$ cat config.mk
export PLATFORM = sky130hd
export DESIGN_NAME = int_seq
export DESIGN_NICKNAME = d
export VERILOG_FILES = /design/src/verilog/int_seq_pkg.sv /design/src/verilog/key_edge.sv /design/src/verilog/int_seq.sv
export VERILOG_INCLUDE_DIRS = /design/src /design/src/verilog
export SDC_FILE = /design/constraint.sdc
export NUM_CORES = 1
export LEC_CHECK = 0
export ABC_AREA = 0
export BUFFER_PORTS_ARGS = -buffer_cell sky130_fd_sc_hd__buf_2
export CAP_MARGIN = 20
export CORE_AREA = 2 2 225 138
export CTS_BUF_LIST = sky130_fd_sc_hd__clkbuf_16
export DETAILED_ROUTE_END_ITERATION = 16
export DIE_AREA = 0 0 227 140
export PLACE_DENSITY_LB_ADDON = 0.3
export SYNTH_ARGS = -nofsm -noshare
export SYNTH_HDL_FRONTEND = slang
export SYNTH_SLANG_ARGS = --single-unit
$ cat constraint.sdc
create_clock -name CLOCK -period 13.1 [get_ports CLOCK]
set_input_delay 2.62 -clock CLOCK [delete_from_list [all_inputs] [get_ports CLOCK]]
set_output_delay 2.62 -clock CLOCK [all_outputs]
set_load 0.01 [all_outputs]
$ cat src/verilog/int_seq_map.svh
// Offsets, field positions and cycle counts of the interrupt sequencer
`ifndef INT_SEQ_MAP_SVH
`define INT_SEQ_MAP_SVH
`define OFS_INFO        5'h00
`define OFS_THRESH      5'h01
`define OFS_KEYDIR      5'h02
`define OFS_MATCH_EN    5'h03
`define OFS_MATCH0_LO   5'h04
`define OFS_MATCH0_HI   5'h05
`define OFS_MATCH1_LO   5'h06
`define OFS_MATCH1_HI   5'h07
`define OFS_REQ         5'h08
`define LEVEL_BLOCK_BIT 4
`define FLAG_I_BIT      6
`define FLAG_U_BIT      7
`define SPEC_RESET      0
`define SPEC_DBC        1
`define SPEC_WDT        2
`define SPEC_STEP       3
`define THRESH_RST      3'h0
`define KEYDIR_RST      8'h00
`define IPL_WDT         3'h7
`define IPL_RESET       3'h0
`define SWI_USP_FIRST   6'h20
`define ENTRY_BASE_CYC  5'h12
`define ENTRY_BUS8_CYC  5'h14
`define DBC_EXTRA_CYC   5'h02
`define ONE_EXTRA_CYC   5'h01
`define WR_FIRST_CYC    5'h02
`define VEC_RESET       6'h00
`define VEC_DBC         6'h01
`define VEC_WDT         6'h02
`define VEC_STEP        6'h03
`define VEC_MATCH       6'h04
`define VEC_MASK_BASE   6'h08
`endif

$ cat src/verilog/int_seq_pkg.sv
// Types shared by the interrupt sequencer
package int_seq_pkg;
  typedef enum logic [2:0] {
    SRC_NONE, SRC_RESET, SRC_DBC, SRC_WDT, SRC_MASK, SRC_STEP, SRC_MATCH, SRC_SWI
  } src_e;
  typedef enum logic [2:0] {ST_IDLE, ST_ENTRY, ST_RET0, ST_RET1, ST_RET2} state_e;
  typedef logic [2:0] lvl_t;
endpackage : int_seq_pkg

$ cat src/verilog/key_edge.sv
// Combined falling-edge detector for the eight key port pins
`timescale 1ns/1ps
`default_nettype none
module key_edge (
  input  wire logic       clk,
  input  wire logic       rstn,
  input  wire logic       ce,
  input  wire logic [7:0] pins,
  input  wire logic [7:0] dir_in,
  output var  logic       edge_q
);
  // Pins set as output read as high, so they never mask the others
  wire logic all_high_w = &(pins | ~dir_in);
  logic      prev_q;

  always_ff @(posedge clk) begin
    if (!rstn) begin
      prev_q <= 1'b1;
      edge_q <= 1'b0;
    end else if (ce) begin
      prev_q <= all_high_w;
      edge_q <= prev_q & ~all_high_w;
    end
  end
endmodule : key_edge
`default_nettype wire

$ cat src/verilog/int_seq.sv
// Interrupt acceptance, entry sequencing, return and key/address-match sources
`timescale 1ns/1ps
`default_nettype none
`include "int_seq_map.svh"
module int_seq
  import int_seq_pkg::*;
#(
  parameter int N = 8
) (
  input  wire logic         CLOCK,
  input  wire logic         RSTN,
  input  wire logic         CE,
  input  wire logic [4:0]   ADDR,
  input  wire logic [15:0]  WDATA,
  input  wire logic         WR,
  input  wire logic         RD,
  output var  logic [15:0]  RDATA,
  input  wire logic [N-1:0] PERIPH_REQ,
  input  wire logic         RESET_REQ,
  input  wire logic         DBC_REQ,
  input  wire logic         WDT_REQ,
  input  wire logic         STEP_REQ,
  input  wire logic         SWI_REQ,
  input  wire logic [5:0]   SWI_NUM,
  input  wire logic         RETI_REQ,
  input  wire logic         INSTR_DONE,
  input  wire logic [15:0]  FLAG_WORD,
  input  wire logic [19:0]  PC,
  input  wire logic [15:0]  INTERRUPT_STACK_POINTER,
  input  wire logic [15:0]  USP,
  input  wire logic         BUS8,
  input  wire logic [19:0]  VECTOR_BASE,
  input  wire logic [7:0]   KEY_PINS,
  output var  logic [15:0]  MEM_ADDR,
  output var  logic [15:0]  MEM_WDATA,
  output var  logic         MEM_WR,
  output var  logic         MEM_RD,
  output var  logic         MEM_BYTE,
  input  wire logic [15:0]  MEM_RDATA,
  output var  logic         BUSY,
  output var  logic         ENTRY_DONE,
  output var  logic [5:0]   VEC_NUM,
  output var  logic [19:0]  VEC_ADDR,
  output var  logic [2:0]   THRESHOLD,
  output var  logic         RESTORE_VALID,
  output var  logic [15:0]  RESTORE_FLAG,
  output var  logic [19:0]  RESTORE_PC,
  output var  logic         KEY_WAKE
);
  if (N < 1 || N > 16) begin : g_bad_n
    $error("int_seq: N must lie in 1..16");
  end

  // Lowest index wins a tie because only a strictly higher level replaces it
  function automatic logic [7:0] pick_best(input logic [N-1:0] req,
                                           input logic [N-1:0][2:0] lv,
                                           input lvl_t thr);
    lvl_t       bl;
    logic [3:0] bi;
    logic       f;
    bl = thr;
    bi = 4'h0;
    f  = 1'b0;
    for (int i = 0; i < N; i++) begin
      if (req[i] && lv[i] > bl) begin
        bl = lv[i];
        bi = 4'(i);
        f  = 1'b1;
      end
    end
    return {f, bi, bl};
  endfunction : pick_best

  function automatic logic [4:0] entry_cycles(input logic b8, input logic vodd,
                                              input logic sodd, input src_e s);
    logic [4:0] c;
    c = b8 ? `ENTRY_BUS8_CYC : `ENTRY_BASE_CYC + {4'h0, vodd} + {4'h0, sodd};
    if (s == SRC_DBC) c = c + `DBC_EXTRA_CYC;
    else if (s == SRC_MATCH || s == SRC_STEP) c = c + `ONE_EXTRA_CYC;
    return c;
  endfunction : entry_cycles

  state_e             state_q, state_d;
  src_e               src_q;
  logic [N-1:0]       req_q;
  logic [N-1:0][2:0]  level_q;
  logic [3:0]         spec_q;
  logic [7:0]         keydir_q;
  logic [1:0]         men_q;
  logic [19:0]        maddr0_q, maddr1_q;
  lvl_t               lvl_q;
  logic [4:0]         cnt_q, cyc_q;
  logic [15:0]        sp_q, push0_q, push1_q, pcl_q;
  logic               byte_q;
  logic               key_edge_w;

  key_edge u_key (
    .clk    (CLOCK),
    .rstn   (RSTN),
    .ce     (CE),
    .pins   (KEY_PINS),
    .dir_in (keydir_q),
    .edge_q (key_edge_w)
  );

  // Request resolution
  wire logic [7:0]   best_w      = pick_best(req_q, level_q, THRESHOLD);
  wire logic         best_f_w    = best_w[7];
  wire logic [3:0]   best_idx_w  = best_w[6:3];
  wire lvl_t         best_lvl_w  = best_w[2:0];
  wire logic [N-1:0] best_oh_w   = {{(N-1){1'b0}}, best_f_w} << best_idx_w;
  wire logic         match_hit_w = (men_q[0] && maddr0_q == PC) ||
                                   (men_q[1] && maddr1_q == PC);
  wire logic         iflag_w     = FLAG_WORD[`FLAG_I_BIT];
  wire src_e         sel_w = spec_q[`SPEC_RESET]  ? SRC_RESET :
                             spec_q[`SPEC_DBC]    ? SRC_DBC   :
                             spec_q[`SPEC_WDT]    ? SRC_WDT   :
                             (iflag_w && best_f_w) ? SRC_MASK  :
                             spec_q[`SPEC_STEP]   ? SRC_STEP  :
                             match_hit_w          ? SRC_MATCH : SRC_NONE;

  // Acceptance only at an instruction boundary
  wire logic start_w  = state_q == ST_IDLE && INSTR_DONE;
  wire logic go_swi_w = start_w && SWI_REQ;
  wire logic go_ret_w = start_w && !SWI_REQ && RETI_REQ;
  wire logic go_hw_w  = start_w && !SWI_REQ && !RETI_REQ && sel_w != SRC_NONE;
  wire logic go_ent_w = go_swi_w || go_hw_w;
  wire src_e ent_src_w = go_swi_w ? SRC_SWI : sel_w;
  wire logic [5:0] ent_num_w = go_swi_w             ? SWI_NUM :
                               sel_w == SRC_RESET   ? `VEC_RESET :
                               sel_w == SRC_DBC     ? `VEC_DBC :
                               sel_w == SRC_WDT     ? `VEC_WDT :
                               sel_w == SRC_MASK    ? `VEC_MASK_BASE + {2'h0, best_idx_w} :
                               sel_w == SRC_STEP    ? `VEC_STEP : `VEC_MATCH;
  wire logic use_usp_w = go_swi_w && SWI_NUM >= `SWI_USP_FIRST &&
                         FLAG_WORD[`FLAG_U_BIT];
  wire logic [15:0] ent_sp_w = use_usp_w ? USP : INTERRUPT_STACK_POINTER;
  wire logic [15:0] ret_sp_w = FLAG_WORD[`FLAG_U_BIT] ? USP : INTERRUPT_STACK_POINTER;
  wire logic [19:0] vec_addr_w = VECTOR_BASE + 20'({ent_num_w, 2'b00});
  wire logic [4:0]  cyc_w = entry_cycles(BUS8, vec_addr_w[0], ent_sp_w[0], ent_src_w);
  // First word carries the live threshold in the flag's level field
  wire logic [15:0] push0_w = {FLAG_WORD[15], THRESHOLD, PC[19:16], FLAG_WORD[7:0]};

  // Stack pushes: item 0 at SP-2, item 1 at SP-4; odd SP splits each in two bytes
  wire logic [4:0]  ws_w     = cnt_q - `WR_FIRST_CYC;
  wire logic        wr_now_w = state_q == ST_ENTRY && cnt_q >= `WR_FIRST_CYC &&
                               ws_w < (byte_q ? 5'h04 : 5'h02);
  wire logic        item_w   = byte_q ? ws_w[1] : ws_w[0];
  wire logic        hi_w     = byte_q & ws_w[0];
  wire logic [15:0] w_addr_w = sp_q - 16'h0002 - {14'h0, item_w, 1'b0} + {15'h0, hi_w};
  wire logic [15:0] w_word_w = item_w ? push1_q : push0_q;
  wire logic [15:0] w_data_w = !byte_q ? w_word_w :
                               hi_w ? {8'h00, w_word_w[15:8]} : {8'h00, w_word_w[7:0]};
  wire logic        last_w   = state_q == ST_ENTRY && cnt_q == cyc_q - 5'h01;

  // Register port
  wire logic info_rd_w = RD && ADDR == `OFS_INFO;
  // Widened compare so that N = 16 still reaches every level selector
  wire logic lvl_sel_w = ADDR[`LEVEL_BLOCK_BIT] && {1'b0, ADDR[3:0]} < 5'(N);
  wire logic lvl_wr_w  = WR && lvl_sel_w;
  wire logic acc_mask_w = go_hw_w && sel_w == SRC_MASK;
  wire logic [N-1:0] req_clr_w = ((acc_mask_w || info_rd_w) ? best_oh_w : '0) |
                                 ((WR && ADDR == `OFS_REQ) ? ~WDATA[N-1:0] : '0);
  wire logic [N-1:0] req_set_w = PERIPH_REQ | {{(N-1){1'b0}}, key_edge_w};
  wire logic [N-1:0] req_d     = (req_q & ~req_clr_w) | req_set_w;
  wire logic [3:0] spec_set_w = {STEP_REQ, WDT_REQ, DBC_REQ, RESET_REQ};
  wire logic [3:0] spec_clr_w = !go_hw_w ? 4'h0 :
                                sel_w == SRC_RESET ? 4'h1 : sel_w == SRC_DBC ? 4'h2 :
                                sel_w == SRC_WDT   ? 4'h4 : sel_w == SRC_STEP ? 4'h8 : 4'h0;
  wire logic [15:0] rdata_d =
      info_rd_w                 ? {7'h00, best_lvl_w, 6'(`VEC_MASK_BASE + {2'h0, best_idx_w})} :
      !RD                       ? 16'h0000 :
      ADDR == `OFS_THRESH       ? {13'h0, THRESHOLD} :
      ADDR == `OFS_KEYDIR       ? {8'h00, keydir_q} :
      ADDR == `OFS_MATCH_EN     ? {14'h0, men_q} :
      ADDR == `OFS_MATCH0_LO    ? maddr0_q[15:0] :
      ADDR == `OFS_MATCH0_HI    ? {12'h0, maddr0_q[19:16]} :
      ADDR == `OFS_MATCH1_LO    ? maddr1_q[15:0] :
      ADDR == `OFS_MATCH1_HI    ? {12'h0, maddr1_q[19:16]} :
      ADDR == `OFS_REQ          ? 16'(req_q) :
      lvl_sel_w                 ? {13'h0, level_q[ADDR[3:0]]} : 16'h0000;
  // Hardware updates take precedence over a software write in the same cycle
  wire lvl_t thr_d = (last_w && src_q == SRC_MASK)  ? lvl_q :
                     (last_w && src_q == SRC_WDT)   ? `IPL_WDT :
                     (last_w && src_q == SRC_RESET) ? `IPL_RESET :
                     state_q == ST_RET2 ? MEM_RDATA[14:12] :
                     (WR && ADDR == `OFS_THRESH) ? WDATA[2:0] : THRESHOLD;
  wire logic [15:0] mem_addr_d = go_ret_w ? ret_sp_w :
                                 state_q == ST_RET0 ? sp_q + 16'h0002 :
                                 wr_now_w ? w_addr_w : MEM_ADDR;

  always_comb begin
    state_d = state_q;
    unique case (state_q)
      ST_IDLE:  state_d = go_ent_w ? ST_ENTRY : go_ret_w ? ST_RET0 : ST_IDLE;
      ST_ENTRY: state_d = last_w ? ST_IDLE : ST_ENTRY;
      ST_RET0:  state_d = ST_RET1;
      ST_RET1:  state_d = ST_RET2;
      ST_RET2:  state_d = ST_IDLE;
    endcase
  end

  always_ff @(posedge CLOCK) begin
    if (!RSTN) begin
      keydir_q <= `KEYDIR_RST;
      men_q    <= 2'h0;
      maddr0_q <= 20'h00000;
      maddr1_q <= 20'h00000;
      level_q  <= '0;
      RDATA    <= 16'h0000;
    end else if (CE) begin
      if (WR && ADDR == `OFS_KEYDIR)    keydir_q <= WDATA[7:0];
      if (WR && ADDR == `OFS_MATCH_EN)  men_q <= WDATA[1:0];
      if (WR && ADDR == `OFS_MATCH0_LO) maddr0_q[15:0] <= WDATA;
      if (WR && ADDR == `OFS_MATCH0_HI) maddr0_q[19:16] <= WDATA[3:0];
      if (WR && ADDR == `OFS_MATCH1_LO) maddr1_q[15:0] <= WDATA;
      if (WR && ADDR == `OFS_MATCH1_HI) maddr1_q[19:16] <= WDATA[3:0];
      if (lvl_wr_w) level_q[ADDR[3:0]] <= WDATA[2:0];
      RDATA <= rdata_d;
    end
  end

  always_ff @(posedge CLOCK) begin
    if (!RSTN) begin
      state_q   <= ST_IDLE;
      req_q     <= '0;
      spec_q    <= 4'h0;
      THRESHOLD <= `THRESH_RST;
      KEY_WAKE  <= 1'b0;
      cnt_q     <= 5'h00;
    end else if (CE) begin
      state_q   <= state_d;
      req_q     <= req_d;
      spec_q    <= (spec_q & ~spec_clr_w) | spec_set_w;
      THRESHOLD <= thr_d;
      KEY_WAKE  <= key_edge_w;
      cnt_q     <= go_ent_w ? 5'h00 : cnt_q + 5'h01;
    end
  end

  always_ff @(posedge CLOCK) begin
    if (!RSTN) begin
      src_q   <= SRC_NONE;
      lvl_q   <= 3'h0;
      cyc_q   <= `ENTRY_BASE_CYC;
      sp_q    <= 16'h0000;
      byte_q  <= 1'b0;
      push0_q <= 16'h0000;
      push1_q <= 16'h0000;
      VEC_NUM <= 6'h00;
      VEC_ADDR <= 20'h00000;
    end else if (CE && (go_ent_w || go_ret_w)) begin
      src_q   <= ent_src_w;
      lvl_q   <= best_lvl_w;
      cyc_q   <= cyc_w;
      sp_q    <= go_ret_w ? ret_sp_w : ent_sp_w;
      byte_q  <= ent_sp_w[0];
      push0_q <= push0_w;
      push1_q <= PC[15:0];
      if (go_ent_w) begin
        VEC_NUM  <= ent_num_w;
        VEC_ADDR <= vec_addr_w;
      end
    end
  end

  always_ff @(posedge CLOCK) begin
    if (!RSTN) begin
      MEM_ADDR      <= 16'h0000;
      MEM_WDATA     <= 16'h0000;
      MEM_WR        <= 1'b0;
      MEM_RD        <= 1'b0;
      MEM_BYTE      <= 1'b0;
      BUSY          <= 1'b0;
      ENTRY_DONE    <= 1'b0;
      pcl_q         <= 16'h0000;
      RESTORE_VALID <= 1'b0;
      RESTORE_FLAG  <= 16'h0000;
      RESTORE_PC    <= 20'h00000;
    end else if (CE) begin
      MEM_ADDR   <= mem_addr_d;
      MEM_WDATA  <= wr_now_w ? w_data_w : MEM_WDATA;
      MEM_WR     <= wr_now_w;
      MEM_RD     <= go_ret_w || state_q == ST_RET0;
      MEM_BYTE   <= wr_now_w && byte_q;
      BUSY       <= go_ent_w || (state_q == ST_ENTRY && !last_w);
      ENTRY_DONE <= last_w;
      if (state_q == ST_RET1) pcl_q <= MEM_RDATA;
      RESTORE_VALID <= state_q == ST_RET2;
      if (state_q == ST_RET2) begin
        RESTORE_FLAG <= {MEM_RDATA[15:12], 4'h0, MEM_RDATA[7:0]};
        RESTORE_PC   <= {MEM_RDATA[11:8], pcl_q};
      end
    end
  end

  wire logic plain_w = go_hw_w && sel_w == SRC_MASK && !vec_addr_w[0] && !ent_sp_w[0];
endmodule : int_seq
`default_nettype wire

**Yosys cells after proc, flatten, opt, wreduce, memory -nomap -nowiden**

Cells that the tools add are included.

- $add $sub $neg: 13
- $lt $le $gt $ge: 14
- Equal/unequal tests: 26
- Shift operators: 1
- Multiplexer cells: 83
- Bitwise logic cells: 14
- Reductions and logical operators: 70

Operators with widths:

| cell | number |
|---|---|
| 16-bit two-way mux | 16 |
| 3-bit two-way mux | 25 |
| 4-bit two-way mux | 11 |
| 1-bit logical AND | 41 |
| 20-bit == test | 2 |
| 8-bit two-way mux | 5 |
| 6-bit two-way mux | 5 |
| 2-bit AND reduction | 13 |
| 24-bit bitwise mux | 1 |
| 3-bit greater-than comparator | 8 |
| 8-bit NOT | 3 |
| 8-bit bitwise OR | 3 |
| 20-bit by 8-bit adder with 20-bit output | 1 |
| 5-bit by 3-bit == test with 1-bit output (second input constant) | 4 |
| 5-bit two-way mux | 4 |
| 3-bit by 2-bit == test with 1-bit output (second input constant) | 6 |
| 3-bit == test (second input constant) | 6 |
| 16-bit by 1-bit adder with 16-bit output | 1 |
| 16-bit by 2-bit adder with 16-bit output (second input constant) | 1 |
| 16-bit by 2-bit subtractor with 16-bit output | 1 |
| 16-bit by 2-bit subtractor with 16-bit output (second input constant) | 1 |
| 3-bit case mux with 5 select lines | 1 |
| 1-bit two-way mux | 11 |
| 5-bit by 1-bit adder with 5-bit output (second input constant) | 2 |
| 34 further kinds | 49 |

- Register bits: 288
- Output and inout port bits: 120

**Longest topological paths before layout**

Gate-level depths: netlist (run 1).

- Depth in word-level cells: 43
- Gate-level depth with buffers: 75
- Gate-level depth less buffers: 74

**By module**

Synthesis (run 1) repeated with hierarchy kept, for this count alone.

- Cells, all modules: 1876
- Area total of the unflattened synthesis: 14971.9 um2

By module, submodules not included:

| module | instances | cells each | area each (um2) |
|---|---|---|---|
| int_seq | 1 | 1855 | 14833.0 |
| key_edge | 1 | 21 | 138.9 |

**Worst setup path before layout (run 1)**

Ideal clock, no wire load.

- Path kind: register -> register
- From: register THRESHOLD[1]
- To: register VEC_ADDR[18]
- Setup time: 0.086 ns
- Data arrival time: 13.739 ns
- Setup slack: -0.724 ns
- Cell stages (with the launch flop): 74
- Buffers on the path: 1
- Period minus slack after synthesis: 13.824 ns
- Path through: dfxtp_1 -> inv_1 -> ha_1 -> nand2b_4 -> a2111oi_4 -> mux2_2 -> ha_1 -> nor3b_1 -> o221ai_1 -> a21boi_0 -> mux2_2 -> ha_1 -> nor2_1 -> o2111ai_1 -> o211ai_1 -> mux2_2 -> ha_1 -> nor2_1 -> [... 38 more ...] -> a21oi_1 -> or4_1 -> nand2_1 -> ha_1 -> inv_1 -> fa_1 -> nor2b_1 -> o21ai_0 -> a21boi_0 -> o21ai_0 -> nand2_1 -> and3_1 -> and3_1 -> and3_1 -> and3_1 -> nand3_1 -> xor2_1 -> a211oi_1

- Cells in the longest elaborated chain, start to end: 37

Ends and longest elaborated chain:

| what | line | text |
|---|---|---|
| start: declaration | int_seq.sv:44 | `output var logic [2:0] THRESHOLD,` |
| start signal: assignment | int_seq.sv:228 | `` THRESHOLD <= `THRESH_RST; `` |
| start signal: assignment | int_seq.sv:235 | `THRESHOLD <= thr_d;` |
| 3-bit greater-than comparator | int_seq.sv:65 | `if (req[i] && lv[i] > bl) begin` |
| 1-bit logical AND | int_seq.sv:65 |  |
| 3-bit two-way mux | int_seq.sv:65 |  |
| 3-bit greater-than comparator | int_seq.sv:65 |  |
| 1-bit logical AND | int_seq.sv:65 |  |
| 3-bit two-way mux | int_seq.sv:65 |  |
| 3-bit greater-than comparator | int_seq.sv:65 |  |
| 1-bit logical AND | int_seq.sv:65 |  |
| [... 19 more ...] | -- |  |
| 3-bit two-way mux | int_seq.sv:116 | `` spec_q[`SPEC_DBC] ? SRC_DBC : `` |
| 3-bit two-way mux | int_seq.sv:115 | `` wire src_e sel_w = spec_q[`SPEC_RESET] ? SRC_RESET : `` |
| 3-bit == test | int_seq.sv:134 | `` sel_w == SRC_STEP ? `VEC_STEP : `VEC_MATCH; `` |
| 3-bit two-way mux (no line) | -- |  |
| 6-bit two-way mux (no line) (3 in a row) | -- |  |
| 6-bit two-way mux (no line) * (2 in a row) | -- |  |
| named net ent_num_w[0] | int_seq.sv:129 | `wire logic [5:0] ent_num_w = go_swi_w ? SWI_NUM :` |
| 20-bit by 8-bit adder with 20-bit output * | int_seq.sv:139 | `wire logic [19:0] vec_addr_w = VECTOR_BASE + 20'({ent_num_w, 2'b00});` |
| end signal: assignment | int_seq.sv:262 | `VEC_ADDR <= vec_addr_w;` |
| end: declaration | int_seq.sv:43 | `output var logic [19:0] VEC_ADDR,` |

The timed path passes the listed nets; every way through them passes the cells marked *.
A chain may end at the register's enable or synchronous reset.

**Final worst setup path (run 1)**

Same ends and word-level chain as after synthesis.

==> summary.txt, run 1 <==
Status
  • Status: finished, violations left
  • Failing checks: setup timing

Timing
  • Setup TNS: -0.151 ns
  • Final worst slack: -0.0915 ns
  • Clock skew: 0.0142 ns
  • Slew headroom: 0.292
  • Setup Viol. Count Final: 4
  • Slew Limit Fails: 0
  • RSZ-0062 raised after global routing: true
  • Final min period: 13.19 ns
  • Fmax: 75.8 MHz
  • Final Cycle Share: 1.01
  • Worst slew pin tran: 1.06 ns
  • Hold WS: 0.453 ns
  • Hold Violations, Final: 0

Hold path
  • Hold Crit Class: reg2reg

Floorplanning
  • Die Span Y: 140 um
  • Die span in x: 227 um
  • Core area: 29,700 sq um
  • Die area: 31,800 sq um
  • FP Rows: 49
  • Starting Density: 0.504
  • I/O Pins: 280

Worst setup path
  • Critical-path top delay cell: or4_4
  • Critical path capture point type: flop
  • Start point of the critical path: THRESHOLD[1]$_SDFFE_PN0P_
  • Worst R2R End: VEC_ADDR[18]$_SDFFE_PN0P_
  • Critical Path Max Stage Delay: 0.44 ns
  • Critical Path RT: 13.58 ns
  • R2R depth: 72
  • CP Launch Type: flop
  • Reg2Reg Launch Point: THRESHOLD[1]$_SDFFE_PN0P_
  • CP Max Fanout: 4
  • R2R Setup Slk: -0.09 ns
  • Most numerous cell on the critical path: ha_4
  • Crit Path Class: reg2reg
  • Critical Path Sink: VEC_ADDR[18]$_SDFFE_PN0P_
  • WP data arrival: 13.67 ns

Drt
  • Detailed Routing Iterations Pass 1: 7
  • Post-route ant nets: 0
  • Routed wire per std cell: 19.7 um
  • Vias per cell: 5.87
  • 1st-iter DRT viols: 1,615
  • Drt drc: 0
  • WL final: 51,800 um
  • Via Count: 15.4k

Synthesis
  • Yosys top cell by area: dfxtp_1
  • Mapped Area: 15,000 sq um
  • Yosys cell types: 84
  • Gate Count Post-Synth: 1,889
  • Avg Inst Size Synth: 7.92 sq um
  • Main flop type after synthesis: dfxtp_1
  • Post-synth top area share: 0.384
  • Post-synth ARST share: 0
  • Ys Warns: 0
  • Sequential area share after synthesis: 0.384
  • EDFF count, synth: 0
  • Yosys reg bits: 287
  • Ranking of synthesized cells by area: dfxtp_1, nand2_1, a21oi_1

Global routing
  • Tot GR Track Use: 0.315
  • Largest net degree at the start of global routing: 181
  • Antenna violations before repair: 7
  • First-pass GRT wire length: 80,200 um
  • Remaining Overflow, GRT: 0
  • Vias in the first global route: 14.6k

Cells and area
  • # fillers: 2,621
  • Share of post-route cells with drive strength above 1: 0.257
  • Multi-input logic area: 8970 sq um
  • Layout area overhead: 25.9%
  • Final nets: 2,389
  • Post-Route Utilization: 0.635
  • FF/Latch Area: 5750 sq um

CTS
  • CTS Buffer Depth: 3
  • H-tree depth: 1
  • CTS sink cnt: 287
  • CTS Buf Count: 28
  • TritonCTS clock tree: done
  • Clock Tree Root: clkbuf_16
  • Clk slew on worst S/H paths: 0.07 ns
  • Clock insertion delay at the later pin of the skew report: 0.57 ns
  • Hold buffer count at CTS: 0

Power and ir drop
  • Maximum VDD drop: 112 uV
  • Pwr/cell area: 113 nW/um^2
  • Total Power: 2.12 mW
  • Static Leak: 7.56 nW

Run
  • Max-Cap Viols: 0

Place
  • Final HPWL DP: 36,300 um
  • Pre-CTS setup slack: -0.722 ns
  • RePlAce Congestion: 0.958
  • Number of I/O port buffers: 268
==> cell usage after synthesis (all sizes together), types with 4 or more instances <==
cell type  number
a31oi          17
a211oi         49
a21o            6
dfxtp         287
o22ai          11
o21ai          59
o311ai          5
o221ai          7
nor3b           5
nor4           11
nand3          43
or4             5
a21boi          6
nor2b          18
a22oi          23
o31ai           8
nand4          13
a41oi           6
buf            26
nor2          188
xor2           20
clkbuf         99
mux4           12
nand2b         14
a21oi         217
a311oi          4
and2           16
nand3b          4
a221oi          5
and3           19
or3             6
o211ai          9
nand2         348
xnor2          55
mux2           11
ha             31
mux2i          81
o21a            4
inv            53
nor3           41
==> metal layers <==
layer / GRT usage / vias up / part of all wire
met5: 0 / - / 0.00025
met4: 0.0722 / 2 / 0.024
li1: - / 7232 / -
met2: 0.472 / 727 / 0.43
met3: 0.0741 / 110 / 0.10
met1: 0.459 / 7378 / 0.45
==> sequential cells by signal, summed over array words and instances, names as in the netlist, 4 cells and up <==
register / cells
RESTORE_PC: 20
VEC_ADDR: 20
VEC_NUM: 6
push0_q: 16
push1_q: 16
RDATA: 16
cyc_q: 4
pcl_q: 16
maddr0_q: 20
spec_q: 4
MEM_WDATA: 16
sp_q: 16
MEM_ADDR: 16
RESTORE_FLAG: 12
keydir_q: 8
cnt_q: 5
level_q: 24
req_q: 8
maddr1_q: 20
==> power breakdown <==
group / internal, mW / switching (mW) / total (mW)
clock: 0.500 / 0.367 / 0.867
sequential: 0.900 / 0.0299 / 0.930
combinational: 0.136 / 0.189 / 0.326
total: 1.54 / 0.586 / 2.12
==> worst max-delay path: cells and delay by family (launching register included) <==
kind / cells / cell delay, ns
AO/OA/AOI/OAI: 22 / 3.98
AND/OR/NAND/NOR: 25 / 3.24
adder cells (fa/ha/maj): 11 / 2.73
multiplexers: 6 / 2.09
buffers and inverters: 7 / 0.54
flip-flops: 1 / 0.34
XOR/XNOR: 1 / 0.14
==> layout make-up <==
cell class	count	share of cell area
Multi-Input combinational cell	1427	0.477
Sequential cell	287	0.305
Timing Repair Buffer	400	0.128
Clock buffer	29	0.0385
Tap cell	408	0.0271
Clock inverter	22	0.0128
Inverter	53	0.0111
Antenna cell	7	0.000930
==> cell families after synthesis <==
kind of cell             synth area share
AO/OA/AOI/OAI                       0.196
XOR/XNOR                           0.0439
adder cells (fa/ha/maj)            0.0279
buffers and inverters              0.0474
flip-flops                          0.384
multiplexers                       0.0806
other                            0.000251
AND/OR/NAND/NOR                     0.219
==> how the worst min path moves through the flow <==
stage | startpoint | end | slack, ns | depth (start not counted)
6_report | RESTORE_FLAG[13]$_SDFFE_PN0P_ | RESTORE_FLAG[13]$_SDFFE_PN0P_ | 0.45 | 2
3_3_place_gp | VEC_ADDR[0]$_SDFFE_PN0P_ | VEC_ADDR[0]$_SDFFE_PN0P_ | 0.44 | 2
4_1_cts | RESTORE_FLAG[13]$_SDFFE_PN0P_ | RESTORE_FLAG[13]$_SDFFE_PN0P_ | 0.45 | 2
5_1_grt | pcl_q[10]$_SDFFE_PN0P_ | pcl_q[10]$_SDFFE_PN0P_ | 0.47 | 2
3_5_place_dp | RESTORE_FLAG[13]$_SDFFE_PN0P_ | RESTORE_FLAG[13]$_SDFFE_PN0P_ | 0.44 | 2
2_1_floorplan | pcl_q[0]$_SDFFE_PN0P_ | RESTORE_PC[0]$_SDFFE_PN0P_ | 0.43 | 2
==> placed cells by master (no fill, tap or decap), drive strengths merged, types with 7 or more instances in the layout <==
master and instances:
nand2 348, mux2i 81, mux2 11, nor2 188, nand2b 14, a22oi 23
nor3 41, clkbuf 30, and2 16, nor4 11, nor2b 18, xor2 20
a31oi 17, a211oi 49, o31ai 8, nand4 13, o21ai 59, nand3 43
buf 399, diode 7, a21oi 217, xnor2 55, clkinv 10, ha 31
o211ai 9, mux4 12, inv 56, and3 19, o22ai 11, o221ai 7
dfxtp 287
==> through the flow <==
stage	instances	instance area (sq um)
2_1_floorplan	1892	15000
3_3_place_gp	2512	16900
3_5_place_dp	2512	16900
4_1_cts	2614	18500
5_1_grt	2627	18800
6_report	2633	18800
==> what timing repair did <==
item,4_1_cts,5_1_grt
setup endpoints to repair,11,14
resized for setup,49,38
pin swaps,56,62
buffers inserted,51,14
(Power assumes the default switching activity.)
==> run 2: changes to the inputs <==
--- a/config.mk
+++ b/config.mk
@@ -10,10 +10,9 @@
 export BUFFER_PORTS_ARGS = -buffer_cell sky130_fd_sc_hd__buf_2
 export CAP_MARGIN = 20
 export CORE_AREA = 2 2 225 138
-export CTS_BUF_LIST = sky130_fd_sc_hd__clkbuf_16
 export DETAILED_ROUTE_END_ITERATION = 16
 export DIE_AREA = 0 0 227 140
-export PLACE_DENSITY_LB_ADDON = 0.3
+export PLACE_DENSITY = 0.79
 export SYNTH_ARGS = -nofsm -noshare
 export SYNTH_HDL_FRONTEND = slang
 export SYNTH_SLANG_ARGS = --single-unit
==> run 2 against run 1 <==
Effect of this change:
- the flow still finishes with violations (setup timing)
- critical path depth unchanged
- cell area down 1.1%
- clock power shrank 2%
- non-clock buffer count shrank 22
- global-route usage is 0.51 points lower
- count of clock-buffer cells in the layout up 9
- clock skew rose by 0.0059 ns
- setup slack improved by 0.049 ns
- total power down 1.1%
- first-iteration DRC count unchanged
- sequential share of layout area up 0.33 points
- final cell count shrank 1.0%
- critical endpoint is now VEC_ADDR[19]$_SDFFE_PN0P_
==> summary.txt, run 2 (same netlist as run 1, synthesis figures left out) <==
Power and ir drop
  • Maximum VDD drop: 114 uV
  • Pwr/cell area: 113 nW/um^2
  • Static Leak: 7.46 nW

Timing
  • Clock skew: 0.0201 ns
  • Final Cycle Share: 1.00
  • Slew Limit Fails: 0
  • Hold WS: 0.453 ns
  • RSZ-0062 raised after global routing: true
  • Fmax: 76.1 MHz
  • Worst slew pin tran: 1.07 ns
  • Setup Viol. Count Final: 1
  • Final min period: 13.14 ns
  • Final worst slack: -0.0423 ns
  • Slew headroom: 0.288
  • Hold Violations, Final: 0

Floorplanning
  • FP Rows: 49
  • Core area: 29,700 sq um
  • Die area: 31,800 sq um
  • Starting Density: 0.504
  • I/O Pins: 280
  • Die Span Y: 140 um
  • Die span in x: 227 um

Global routing
  • First-pass GRT wire length: 78,700 um
  • Vias in the first global route: 14.4k
  • Largest net degree at the start of global routing: 167
  • Tot GR Track Use: 0.310
  • Antenna violations before repair: 7
  • Remaining Overflow, GRT: 0

Drt
  • 1st-iter DRT viols: 1,615
  • Vias per cell: 5.92
  • Drt drc: 0
  • Via Count: 15.4k
  • Routed wire per std cell: 19.7 um
  • Post-route ant nets: 0
  • WL final: 51,500 um
  • Detailed Routing Iterations Pass 1: 5

Cells and area
  • Commonest non-fill, non-tap cells in the layout: nand2_1, dfxtp_1, buf_2, a21oi_1, nor2_1
  • Final nets: 2,367
  • Non-Filler Instances: 2,606
  • Layout area overhead: 24.6%
  • Largest reg by FF count: level_q
  • Largest register FFs: 24
  • Post-route cell area: 18,600 sq um
  • Share of post-route cells with drive strength above 1: 0.248
  • Post-Route Utilization: 0.628
  • Commonest non-fill, non-tap cell in the layout: nand2_1

CTS
  • H-tree depth: 1
  • CTS sink cnt: 287
  • Clock insertion delay at the later pin of the skew report: 0.57 ns
  • Hold buffer count at CTS: 0
  • CTS Buf Count: 28
  • CTS Buffer Depth: 3
  • TritonCTS clock tree: done
  • Clk slew on worst S/H paths: 0.07 ns
  • Clock Tree Root: clkbuf_16

Worst setup path
  • Crit Path Class: reg2reg
  • Critical-path top delay cell: a311oi_2
  • WP data arrival: 13.62 ns
  • Reg2Reg Launch Point: THRESHOLD[1]$_SDFFE_PN0P_
  • Start point of the critical path: THRESHOLD[1]$_SDFFE_PN0P_
  • Critical Path RT: 13.58 ns
  • CP Max Fanout: 4
  • CP Launch Type: flop
  • Critical Path Max Stage Delay: 0.38 ns
  • Critical path capture point type: flop
  • Most numerous cell on the critical path: ha_4

Place
  • Number of I/O port buffers: 268
  • Placed cell count: 2,508
  • Post-DP Area: 16,900 sq um
  • RePlAce Congestion: 0.990
  • Final HPWL DP: 36,400 um

Hold path
  • Hold Startpoint: push0_q[6]$_SDFFE_PN0P_
  • Hold Crit Class: reg2reg

Run
  • Max-Cap Viols: 0

Status
  • Status: finished, violations left
  • Failing checks: setup timing
## run 2: cell types whose count changed in the layout (fill, tap and decap cells not counted), moves of 3 or more
cell,previous run,this run
diode_2,7,2
clkbuf_8,0,5
clkinvlp_4,4,1
nor2_2,5,2
buf_4,122,103
clkbuf_1,0,4
nor2_1,177,180
clkinv_1,4,0
## run 2: final timing paths
kind	to	slack (ns)	depth (start not counted)
worst max-delay path	VEC_ADDR[19]$_SDFFE_PN0P_	-0.04	72
worst min-delay path	push0_q[6]$_SDFFE_PN0P_	0.45	2
worst max register to register	VEC_ADDR[19]$_SDFFE_PN0P_	-0.04	72
worst min register to register	push0_q[6]$_SDFFE_PN0P_	0.45	2
## run 2: per-layer routing
metal | up-vias | global-route usage | part of all wire
li1 | 7207 | - | -
met1 | 7371 | 0.448 | 0.45
met2 | 747 | 0.454 | 0.42
met3 | 106 | 0.0873 | 0.11
met4 | 6 | 0.0791 | 0.026
met5 | - | 0 | 0.00076
## run 2: layout make-up
class / instances / area, sq um
Tap cell: 408 / 510
Multi-Input combinational cell: 1427 / 8960
Antenna cell: 2 / 5.00
Timing Repair Buffer: 378 / 2230
Clock buffer: 38 / 810
Inverter: 53 / 211
Fill cell: 2563 / 11000
Clock inverter: 13 / 146
Sequential cell: 287 / 5750
## run 2: worst max-delay path: cells and delay by family, from the launching register on
| kind | cells | cell delay (ns) |
|---|---|---|
| AOI/OAI and AO/OA | 26 | 4.62 |
| muxes | 6 | 2.00 |
| xor gates and xnor gates | 1 | 0.17 |
| adders and majority gates | 10 | 2.62 |
| DFF | 1 | 0.34 |
| and+or+nand+nor | 23 | 2.86 |
| buffers and inverters | 6 | 0.46 |
## run 2: per-stage QoR
step | setup TNS [ns] | power, mW | setup slack (ns)
final | -0.0423 | 2.10 | -0.0423
after CTS | -0.000862 | 2.09 | -0.000862
after global placement | -0.240 | 1.23 | -0.112
after global routing | -3.78 | 2.17 | -0.543
after floorplan | 0 | 1.13 | 0.0219
after detailed placement | -4.13 | 1.24 | -0.674
## run 2: power breakdown
group / internal (mW) / switching [mW]
Sequential: 0.900 / 0.0318
Clock: 0.492 / 0.360
Combinational: 0.131 / 0.187
## run 2: timing repair
action / in CTS / in global routing
resized for setup: 44 / 37
pin swaps: 45 / 67
setup endpoints to repair: 11 / 13
buffers inserted: 28 / 20
==> run 3: changes to the inputs <==
--- a/config.mk
+++ b/config.mk
@@ -9,10 +9,11 @@
 export ABC_AREA = 0
 export BUFFER_PORTS_ARGS = -buffer_cell sky130_fd_sc_hd__buf_2
 export CAP_MARGIN = 20
-export CORE_AREA = 2 2 225 138
+export CORE_AREA = 2 2 195 159
 export DETAILED_ROUTE_END_ITERATION = 16
-export DIE_AREA = 0 0 227 140
+export DIE_AREA = 0 0 197 161
 export PLACE_DENSITY = 0.79
+export REMOVE_ABC_BUFFERS = 1
 export SYNTH_ARGS = -nofsm -noshare
 export SYNTH_HDL_FRONTEND = slang
 export SYNTH_SLANG_ARGS = --single-unit
==> run 3 against run 2 <==
Effect of this change:
- the run still ends with setup timing left
- maximum frequency shrank 1.6%
- first-iteration DRC count shrank 14%
- register-to-register slack got worse by 0.22 ns
- count of clock-buffer cells in the layout increased by 1
- die area decreased by 0.20%
- critical path type unchanged
- critical endpoint is now VEC_ADDR[18]$_SDFFE_PN0P_
- largest power group unchanged
- highest routed layer unchanged
==> summary.txt, run 3 (same netlist as run 1, synthesis figures left out) <==
Timing
  • Slew Limit Fails: 0
  • Hold WS: 0.450 ns
  • Final Cycle Share: 1.02
  • RSZ-0062 raised after global routing: true
  • Final min period: 13.36 ns
  • Setup Viol. Count Final: 6
  • Fmax: 74.9 MHz
  • Slew headroom: 0.263
  • Final worst slack: -0.258 ns
  • Worst slew pin tran: 1.10 ns
  • Hold Violations, Final: 0
  • Clock skew: 0.0126 ns

Global routing
  • Vias in the first global route: 13.7k
  • Largest net degree at the start of global routing: 150
  • Antenna violations before repair: 4
  • Tot GR Track Use: 0.293
  • First-pass GRT wire length: 74,300 um
  • Remaining Overflow, GRT: 0

Drt
  • Met3 wire length: 4870 um
  • Vias per cell: 5.92
  • Detailed Routing Iterations Pass 1: 6
  • 1st-iter DRT viols: 1,387
  • Drt drc: 0
  • Routed wire per std cell: 19.2 um
  • Via Count: 15.2k
  • Post-route ant nets: 0
  • M1 WL: 20,700 um
  • WL final: 49,400 um
  • Met2 routed WL: 22,300 um
  • Highest routed layer: met5

Worst setup path
  • CP Max Fanout: 4
  • CP Launch Type: flop
  • WP data arrival: 13.83 ns
  • Crit Path Class: reg2reg
  • Critical-path top delay cell: a2111oi_4
  • Critical Path RT: 13.57 ns
  • Critical path capture point type: flop
  • CP delay by family, top: compound AO/OA/AOI/OAI gates
  • Most numerous cell on the critical path: ha_4
  • Buf+Inv Stages, Crit Path: 6
  • Critical Path Max Stage Delay: 0.40 ns

Cells and area
  • Post-Route Utilization: 0.622
  • Non-Filler Instances: 2,574
  • Commonest non-fill, non-tap cell in the layout: nand2_1
  • Final nets: 2,366
  • Largest register FFs: 24
  • Largest reg by FF count: level_q
  • Commonest non-fill, non-tap cells in the layout: nand2_1, dfxtp_1, buf_2, a21oi_1, nor2_1
  • Layout area overhead: 24.1%
  • Share of post-route cells with drive strength above 1: 0.249

CTS
  • Clock Tree Root: clkbuf_16
  • Clock insertion delay at the later pin of the skew report: 0.58 ns
  • CTS Buffer Depth: 3
  • Clk slew on worst S/H paths: 0.06 ns
  • CTS sink cnt: 287
  • TritonCTS clock tree: done
  • H-tree depth: 1
  • CTS Buf Count: 29

Floorplanning
  • Die Span Y: 161 um
  • Core area: 29,800 sq um
  • FP Rows: 57
  • Die area: 31,700 sq um
  • I/O Pins: 280
  • Die span in x: 197 um
  • Starting Density: 0.502

Status
  • Status: finished, violations left
  • Failing checks: setup timing

Place
  • Number of I/O port buffers: 268
  • Placed cell count: 2,485
  • Final HPWL DP: 34,400 um
  • RePlAce Congestion: 0.959

Power and ir drop
  • Static Leak: 7.40 nW
  • Total Power: 2.04 mW
  • Pwr/cell area: 110 nW/um^2
  • Maximum VDD drop: 105 uV

Run
  • Max-Cap Viols: 0

Hold path
  • Hold Crit Class: reg2reg
==> run 3: changes by cell type in the layout (fill, tap and decap cells not counted), sizes merged <==
cell / before / now
clkinv: 8 / 5
buf: 378 / 376
bufinv: 3 / 1
clkbuf: 38 / 39
inv: 54 / 53
==> run 3: path summary, 6_finish.rpt <==
kind / startpoint / endpoint / slack, ns / cells after the start
worst max register to register: THRESHOLD[2]$_SDFFE_PN0P_ / VEC_ADDR[18]$_SDFFE_PN0P_ / -0.26 / 71
worst min register to register: VEC_ADDR[4]$_SDFFE_PN0P_ / VEC_ADDR[4]$_SDFFE_PN0P_ / 0.45 / 2
worst min-delay path: VEC_ADDR[4]$_SDFFE_PN0P_ / VEC_ADDR[4]$_SDFFE_PN0P_ / 0.45 / 2
worst max-delay path: THRESHOLD[2]$_SDFFE_PN0P_ / VEC_ADDR[18]$_SDFFE_PN0P_ / -0.26 / 71
==> run 3: cell type report <==
cell class	instances	area, sq um
inverter	53	211
clock inverter	7	62.6
clock buffer	39	803
tap	383	479
multi-input combinational	1427	9020
sequential	287	5750
timing repair buffer	376	2210
antenna	2	5.00
fill	2565	11300
==> run 3: stage by stage <==
stage | TNS, ns | worst slack, ns | area (sq um)
5_1_grt | -4.75 | -0.702 | 18600
2_1_floorplan | -53.96 | -1.01 | 14500
3_5_place_dp | -9.70 | -1.15 | 16800
3_3_place_gp | -3.23 | -0.602 | 16800
4_1_cts | 0 | 0.00836 | 18000
6_report | -0.793 | -0.258 | 18600
==> run 3: tightest hold or removal path, cell delays in order (launching register included) <==
cell and delay (ns):
dfxtp_1 0.31, nand2_1 0.05, a21oi_1 0.05
==> run 3: layer usage <==
layer,GRT usage,up-vias
met5,0,-
met1,0.408,7184
li1,-,7166
met3,0.0491,111
met4,0.0871,6
met2,0.468,771
==> run 3: what timing repair did <==
item                       4_1_cts  5_1_grt
setup endpoints to repair       14       14
pin swaps                       34       71
hold buffers                     0        0
buffers inserted                18       22
gates resized for setup         40       75
==> run 3: where the power goes <==
group / leakage [nW] / internal [mW] / total (mW) / switching [mW]
clock: 0.427 / 0.443 / 0.798 / 0.355
sequential: 2.33 / 0.901 / 0.932 / 0.0315
combinational: 4.65 / 0.131 / 0.312 / 0.181
